--- config.mk ---
export PLATFORM = sky130hd
export DESIGN_NAME = rss_strap_sampler
export DESIGN_NICKNAME = d
export VERILOG_FILES = /design/src/logic/rss_pkg.sv /design/src/logic/rss_timer_if.sv /design/src/logic/rss_delay_timer.sv /design/src/logic/rss_strap_sampler.sv
export SDC_FILE = /design/constraint.sdc
export NUM_CORES = 1
export LEC_CHECK = 0
export CORE_MARGIN = 1.5
export CORE_UTILIZATION = 30
export DETAILED_ROUTE_END_ITERATION = 6
export DONT_BUFFER_PORTS = 1
export PLACE_DENSITY_LB_ADDON = 0.12
export RECOVER_POWER = 50
export SLEW_MARGIN = 10
export SYNTH_ARGS = -nofsm -noshare
export SYNTH_HDL_FRONTEND = slang
export SYNTH_SLANG_ARGS = --single-unit
--- constraint.sdc ---
create_clock -name REF_CLK -period 2.65 [get_ports REF_CLK]
set_input_delay 0.795 -clock REF_CLK [delete_from_list [all_inputs] [get_ports REF_CLK]]
set_output_delay 0.795 -clock REF_CLK [all_outputs]
set_load 0.01 [all_outputs]
--- src/logic/rss_pkg.sv ---
// ****************************************
// Shared constants for the strap sampler
// ****************************************
package rss_pkg;
    // Core clock period and strap sampling delay
    localparam int unsigned CLK_PERIOD_NS   = 8;
    localparam int unsigned STRAP_DELAY_NS  = 1500;
    // Least time: round up to whole cycles
    localparam int unsigned STRAP_DELAY_CYC =
        (STRAP_DELAY_NS + CLK_PERIOD_NS - 1) / CLK_PERIOD_NS;
    localparam int unsigned DELAY_CNT_W     = 12;
    // Bit positions of the debug data bus
    localparam int unsigned DBG_SPREAD_BIT  = 0;
    localparam int unsigned DBG_MAND_BIT    = 1;
    localparam int unsigned DBG_FOUR_BIT    = 2;
    localparam int unsigned DBG_SEVEN_BIT   = 3;
    localparam int unsigned DBG_W           = 4;
    // Reset values of the captured straps (pulldown default)
    localparam logic        SPREAD_RST      = 1'b0;
    localparam logic        MAND_RST        = 1'b0;
endpackage : rss_pkg

--- src/logic/rss_timer_if.sv ---
`timescale 1ns/100ps
`default_nettype none
// ****************************************
// Timer to sampler handshake
// ****************************************
interface rss_timer_if;
    logic sample_pulse;   // One cycle at the sampling point
    logic elapsed;        // Level, high once sampling has passed
    modport timer   (output sample_pulse, output elapsed);
    modport sampler (input sample_pulse, input elapsed);
endinterface : rss_timer_if
`default_nettype wire

--- src/logic/rss_delay_timer.sv ---
`timescale 1ns/100ps
`default_nettype none
// ****************************************
// Post-reset delay to the strap sampling point
// ****************************************
module rss_delay_timer #(
    parameter int unsigned DELAY_CYC = rss_pkg::STRAP_DELAY_CYC
) (
    input  wire logic   clk,
    input  wire logic   rst_n,
    rss_timer_if.timer  tmr
);
    localparam int unsigned W = rss_pkg::DELAY_CNT_W;
    localparam logic [W-1:0] LAST = W'(DELAY_CYC - 1);

    logic [W-1:0] cnt_reg;
    logic         done_reg;
    logic         pulse_reg;

    // Counts core clocks from reset release, then stops for good
    always_ff @(posedge clk or negedge rst_n) begin
        if (!rst_n) begin
            cnt_reg <= '0;
        end else if (!done_reg && cnt_reg != LAST) begin
            cnt_reg <= cnt_reg + 1'b1;                     // [RULE_02]
        end
    end

    // Single sampling pulse; done blocks any second one
    always_ff @(posedge clk or negedge rst_n) begin
        if (!rst_n) begin
            done_reg  <= 1'b0;
            pulse_reg <= 1'b0;
        end else begin
            pulse_reg <= !done_reg && cnt_reg == LAST;     // [RULE_02]
            if (cnt_reg == LAST) begin
                done_reg <= 1'b1;
            end
        end
    end

    assign tmr.sample_pulse = pulse_reg;
    assign tmr.elapsed      = done_reg;
endmodule : rss_delay_timer
`default_nettype wire

--- src/logic/rss_strap_sampler.sv ---
`timescale 1ns/100ps
`default_nettype none
// ****************************************
// Overview of operation
// [RULE_01] Strap pins stay undriven while reset is held low.
// [RULE_02] Each strap is sampled once about 1.5 us after reset release.
// [RULE_03] Spread strap 0 disables spread spectrum; 1 uses flash settings.
// [RULE_04] Pins become debug outputs only after their sampling point.
// [RULE_05] Undriven spread strap reads 0 through pulldown, disabling spreading.
// [RULE_06] Board must hold the mandatory-high strap high at sampling.
// [RULE_07] Board holds test pins four and seven low or open.
// [RULE_08] Board ties the factory test enable permanently low.
// [RULE_09] Captured straps hold until the next reset, ignoring later pin activity.
module rss_strap_sampler #(
    parameter int unsigned DELAY_CYC = rss_pkg::STRAP_DELAY_CYC
) (
    input  wire logic                     REF_CLK,
    input  wire logic                     RESETN,
    input  wire logic                     SPREAD_DISABLE_STRAP_IN,
    output logic                          SPREAD_DISABLE_STRAP_OUT,
    output logic                          SPREAD_DISABLE_STRAP_OE,
    input  wire logic                     MANDATORY_HIGH_STRAP_IN,
    output logic                          MANDATORY_HIGH_STRAP_OUT,
    output logic                          MANDATORY_HIGH_STRAP_OE,
    input  wire logic                     TEST_PIN_FOUR_IN,
    output logic                          TEST_PIN_FOUR_OUT,
    output logic                          TEST_PIN_FOUR_OE,
    input  wire logic                     TEST_PIN_SEVEN_IN,
    output logic                          TEST_PIN_SEVEN_OUT,
    output logic                          TEST_PIN_SEVEN_OE,
    input  wire logic                     FACTORY_TEST_ENABLE,
    input  wire logic                     DEBUG_ENABLE,
    input  wire logic [rss_pkg::DBG_W-1:0] DEBUG_DATA,
    output logic                          STRAPS_VALID,
    output logic                          SPREAD_ENABLE,
    output logic                          MANDATORY_HIGH_OK,
    output logic                          TEST_PINS_LOW,
    output logic                          FACTORY_TEST_ACTIVE
);
    // ****************************************
    // Sampling point timer
    // ****************************************
    // Counter kept apart so a bench can shorten the delay
    rss_timer_if tmr_if ();

    rss_delay_timer #(
        .DELAY_CYC (DELAY_CYC)
    ) u_timer (
        .clk   (REF_CLK),
        .rst_n (RESETN),
        .tmr   (tmr_if.timer)
    );

    // ****************************************
    // Capture guard
    // ****************************************
    logic valid_reg;
    logic capture_now;

    // Second guard beside the timer: at most one capture per reset
    assign capture_now = tmr_if.sample_pulse && !valid_reg;   // [RULE_09]

    // Capture flag; only reset clears it again
    always_ff @(posedge REF_CLK or negedge RESETN) begin
        if (!RESETN) begin
            valid_reg <= 1'b0;
        end else if (capture_now) begin
            valid_reg <= 1'b1;                                // [RULE_02]
        end
    end

    // ****************************************
    // Spread spectrum strap
    // ****************************************
    logic spread_reg;

    // Reset value matches the pulldown default of an open pin
    always_ff @(posedge REF_CLK or negedge RESETN) begin
        if (!RESETN) begin
            spread_reg <= rss_pkg::SPREAD_RST;                // [RULE_05]
        end else if (capture_now) begin
            spread_reg <= SPREAD_DISABLE_STRAP_IN;            // [RULE_03]
        end
    end

    // ****************************************
    // Mandatory-high strap
    // ****************************************
    logic mand_reg;

    // A low capture is only reported; the board has to fix it,
    // since the pulldown alone would give the wrong level
    always_ff @(posedge REF_CLK or negedge RESETN) begin
        if (!RESETN) begin
            mand_reg <= rss_pkg::MAND_RST;
        end else if (capture_now) begin
            mand_reg <= MANDATORY_HIGH_STRAP_IN;              // [RULE_02]
        end
    end

    // ****************************************
    // Test pins four and seven
    // ****************************************
    logic low_reg;

    // Both must read low at capture for normal operation
    always_ff @(posedge REF_CLK or negedge RESETN) begin
        if (!RESETN) begin
            low_reg <= 1'b0;
        end else if (capture_now) begin
            low_reg <= !TEST_PIN_FOUR_IN && !TEST_PIN_SEVEN_IN; // [RULE_07]
        end
    end
    // No branch without a capture: later pin activity is ignored [RULE_09]

    // ****************************************
    // Factory test input
    // ****************************************
    logic ftest_reg;

    // Factory test input is only reported, never acted on
    always_ff @(posedge REF_CLK or negedge RESETN) begin
        if (!RESETN) begin
            ftest_reg <= 1'b0;
        end else begin
            ftest_reg <= FACTORY_TEST_ENABLE;                 // [RULE_08]
        end
    end

    // ****************************************
    // Debug output drive
    // ****************************************
    logic dbg_on;

    // Drive needs the request, a passed sampling point and a capture
    assign dbg_on = DEBUG_ENABLE && tmr_if.elapsed && valid_reg; // [RULE_04]

    // Enables start low and rise only after capture, so a strap is
    // never fought by our own driver while the board presents it
    always_ff @(posedge REF_CLK or negedge RESETN) begin
        if (!RESETN) begin
            SPREAD_DISABLE_STRAP_OE <= 1'b0;                  // [RULE_01]
        end else begin
            SPREAD_DISABLE_STRAP_OE <= dbg_on;                // [RULE_04]
        end
    end

    // Mandatory-high pin: same gate as the spread pin
    always_ff @(posedge REF_CLK or negedge RESETN) begin
        if (!RESETN) begin
            MANDATORY_HIGH_STRAP_OE <= 1'b0;                  // [RULE_01]
        end else begin
            MANDATORY_HIGH_STRAP_OE <= dbg_on;                // [RULE_04]
        end
    end

    // Pin four carries no strap, but shares the gate for simplicity
    always_ff @(posedge REF_CLK or negedge RESETN) begin
        if (!RESETN) begin
            TEST_PIN_FOUR_OE <= 1'b0;
        end else begin
            TEST_PIN_FOUR_OE <= dbg_on;                       // [RULE_04]
        end
    end

    // Pin seven: as pin four
    always_ff @(posedge REF_CLK or negedge RESETN) begin
        if (!RESETN) begin
            TEST_PIN_SEVEN_OE <= 1'b0;
        end else begin
            TEST_PIN_SEVEN_OE <= dbg_on;                      // [RULE_04]
        end
    end

    // ****************************************
    // Debug output data
    // ****************************************
    // Spread pin data; runs while undriven so drive starts clean
    always_ff @(posedge REF_CLK or negedge RESETN) begin
        if (!RESETN) begin
            SPREAD_DISABLE_STRAP_OUT <= 1'b0;
        end else begin
            SPREAD_DISABLE_STRAP_OUT <= DEBUG_DATA[rss_pkg::DBG_SPREAD_BIT];
        end
    end

    // Mandatory-high pin data
    always_ff @(posedge REF_CLK or negedge RESETN) begin
        if (!RESETN) begin
            MANDATORY_HIGH_STRAP_OUT <= 1'b0;
        end else begin
            MANDATORY_HIGH_STRAP_OUT <= DEBUG_DATA[rss_pkg::DBG_MAND_BIT];
        end
    end

    // Pin four data
    always_ff @(posedge REF_CLK or negedge RESETN) begin
        if (!RESETN) begin
            TEST_PIN_FOUR_OUT <= 1'b0;
        end else begin
            TEST_PIN_FOUR_OUT <= DEBUG_DATA[rss_pkg::DBG_FOUR_BIT];
        end
    end

    // Pin seven data
    always_ff @(posedge REF_CLK or negedge RESETN) begin
        if (!RESETN) begin
            TEST_PIN_SEVEN_OUT <= 1'b0;
        end else begin
            TEST_PIN_SEVEN_OUT <= DEBUG_DATA[rss_pkg::DBG_SEVEN_BIT];
        end
    end

    // ****************************************
    // Status outputs
    // ****************************************
    // Status flags wired straight from their flops; FACTORY_TEST_ACTIVE follows its pin every cycle
    assign STRAPS_VALID        = valid_reg;
    assign SPREAD_ENABLE       = spread_reg;                  // [RULE_03]
    assign MANDATORY_HIGH_OK   = mand_reg;
    assign TEST_PINS_LOW       = low_reg;
    assign FACTORY_TEST_ACTIVE = ftest_reg;
endmodule : rss_strap_sampler
`default_nettype wire

==> impl_metrics.tcl <==
set metrics [dict create \
    status "finished clean" \
    cts.reportedPaths.clkPinSlew_ns 0.13 \
    tritoncts "built" \
    fin_crit_sh 0.650 \
    synthSimpleGateAreaFrac 0.170 \
    rsz0062_at_grt "no" \
    cap_violations 0 \
    portBuffers 0 \
    dp_worst_setup_slack_ns 0.941 \
    viasPerCell 4.38 \
    required_ns 2.86 \
    drive_gt1_frac 0.139 \
    grt_pass1_vias 555 \
    drv_slew 0 \
    power_density_nw_per_um2 523 \
    antenna_found_initial 0 \
    overflow 0 \
    grt_max_degree 25 \
    crit_slowest_cell "dfrtp_1" \
    cts_root_buf "clkbuf_4" \
    setup.reg_to_reg.worst_slack_ns 0.93 \
    cts_sinks 24 \
    async_flop_share 1.00 \
    synth_top_family_by_area "simple AND/OR/NAND/NOR gates" \
    post_cts_buffers 0 \
    crit_path_start_kind "flip-flop" \
    ys_ff_latch 24 \
    drt-total-wl_um 1390 \
    synthTopCellsByArea "dfrtp_1 (63%), xnor2_1 (6.5%), mux2_2 (3.6%)" \
    power.leakage_nw 0.480 \
    synthDistinctLibCells 22 \
    ant_nets 0 \
    synth_area_per_cell_um2 13.2 \
    critPathBufInv 0 \
    syn_nets 85 \
    start_util 0.313 \
    fin_skew_ns 0.0133 \
    largest_register_ffs 12 \
    finalSetupViolCount 0 \
    die_y_um 59.2 \
    dr.pass1.iters 4 \
    max_stage_delay_ns 0.45 \
    area_delta_synth_final_pct 5.80 \
    synthXorXnorAreaFrac 0.0923 \
    yosysTopAreaCell "dfrtp_1" \
    gp_congestion 0.715 \
    ys_seq_area_frac 0.633 \
    crit_family "simple AND/OR/NAND/NOR gates" \
    critPathMaxFanout 4 \
    grt_pass1_wl_um 2450 \
    ys.flop_type "dfrtp_1" \
    synthAdderAreaFrac 0.0132 \
    antenna_cells 0 \
    die_x_um 59.2 \
    ios 25 \
    hold_viol 0 \
    muxShareOfSynthArea 0.0515 \
    clockBufferDepth 2 \
    finalPower_mw 0.524 \
    finalNetCount 87 \
    fmax_mhz 580 \
    irDropWorstVdd_v 0.000139 \
    dp_hpwl_um 1010 \
    synth_warnings 0 \
    core_area_um2 3030 \
    groute.usage.overall 0.0975 \
    path_class "flip-flop to flip-flop" \
    cts_buffers 3 \
    maxSlewHeadroom 0.768 \
    layout_setup_ws_ns 0.926 \
    final_common_cell "dfrtp_1" \
    finalCriticalPeriod_ns 1.72 \
    synth_compound_gate_area_share 0.00792 \
    synth_edf_count 0 \
    worstSetupEndpointType "flip-flop" \
    design.die.area_um2 3510 \
    fillers 305 \
    worstPathArrival_ns 1.93 \
    fin_tns_setup_ns 0 \
    wl_per_cell_um 11.9 \
    drc 0 \
    netlist_area_um2 948 \
    vias 508 \
    cts_hold_buf 0 \
    synth_top_cell_area_share 0.633 \
    synth_cells 72 \
    ctsResizeCount 0 \
    num_rows 20 \
    final_cell_mix "dfrtp_1 (24), xnor2_1 (7), nor2_1 (6)" \
    clock_latency_ns 0.30 \
    crit_path_cell_trace "ha_1 > nor4b_1 > and3_1 > nor2_1 > mux2_4" \
    cts_max_level 1 \
    worstMarginPinSlew_ns 0.344 \
    hp-class "primary input to async pin" \
    drt_iter0_markers 17 \
]
[cell usage after synthesis (all sizes together) (2+ instances only)]
cell,n
and3,3
buf,3
dfrtp,24
inv,2
mux2,4
nand2,3
nand3,3
nand4,3
nor2,6
nor2b,2
nor4b,2
xnor2,7
xor2,3
[cell families (layout without fill, tap and decap cells)]
family | after synthesis | count (layout)
AND/OR/NAND/NOR | 27 | 27
flip-flops | 24 | 24
XOR/XNOR | 10 | 10
buffers and inverters | 5 | 5
multiplexers | 4 | 4
adder cells (fa/ha/maj) | 1 | 1
AO/OA/AOI/OAI | 1 | 1
[layout make-up]
class	instances	area, um2	share of cell area
sequential	24	601	0.599
clock buffer	3	22.5	0.0224
tap	44	55.1	0.0549
inverter	2	7.51	0.00748
multi-input combinational	43	318	0.317
[final timing paths]
kind,start,endpoint,cells after the start
worst max-delay path,u_timer.cnt_reg[0]$_DFFE_PN0P_,u_timer.cnt_reg[1]$_DFFE_PN0P_,5
worst min-delay path,RESETN,SPREAD_ENABLE$_DFFE_PN0P_,0
worst max register to register,u_timer.cnt_reg[0]$_DFFE_PN0P_,u_timer.cnt_reg[1]$_DFFE_PN0P_,5
worst min register to register,u_timer.tmr.sample_pulse$_DFF_PN0_,STRAPS_VALID$_DFFE_PN0P_,1
max in group asynchronous,RESETN,TEST_PIN_FOUR_OUT$_DFF_PN0_,0
min in group REF_CLK,u_timer.tmr.sample_pulse$_DFF_PN0_,STRAPS_VALID$_DFFE_PN0P_,1
[worst reg2reg max path, stage by stage (launching register included)]
cell	delay [ns]
dfrtp_1	0.45
ha_1	0.25
nor4b_1	0.16
and3_1	0.18
nor2_1	0.26
mux2_4	0.33
[per-stage QoR]
stage | hold WS [ns] | std cells | utilization | instance area (um2)
final | 0.163 | 116 | 0.331 | 1000
after global placement | 0.439 | 113 | 0.324 | 981
after detailed placement | 0.440 | 113 | 0.324 | 981
after global routing | 0.128 | 116 | 0.331 | 1000
after CTS | 0.154 | 116 | 0.331 | 1000
after floorplan | 0.431 | 72 | - | 948
[layer usage]
layer	global-route usage	wire, um	up-vias
met5	0	0	-
met4	0.0584	19	0
met3	0.0328	84	2
met2	0.148	655	16
met1	0.120	625	249
li1	-	-	241
[report_power, final]
group / leakage (nW) / total (mW) / internal (mW) / switching, mW
logic: 0.157 / 0.000365 / 0.000230 / 0.000135
registers: 0.309 / 0.373 / 0.370 / 0.00331
clock network: 0.0138 / 0.151 / 0.0529 / 0.0976
No activity file was read; power rests on OpenSTA's default activity.
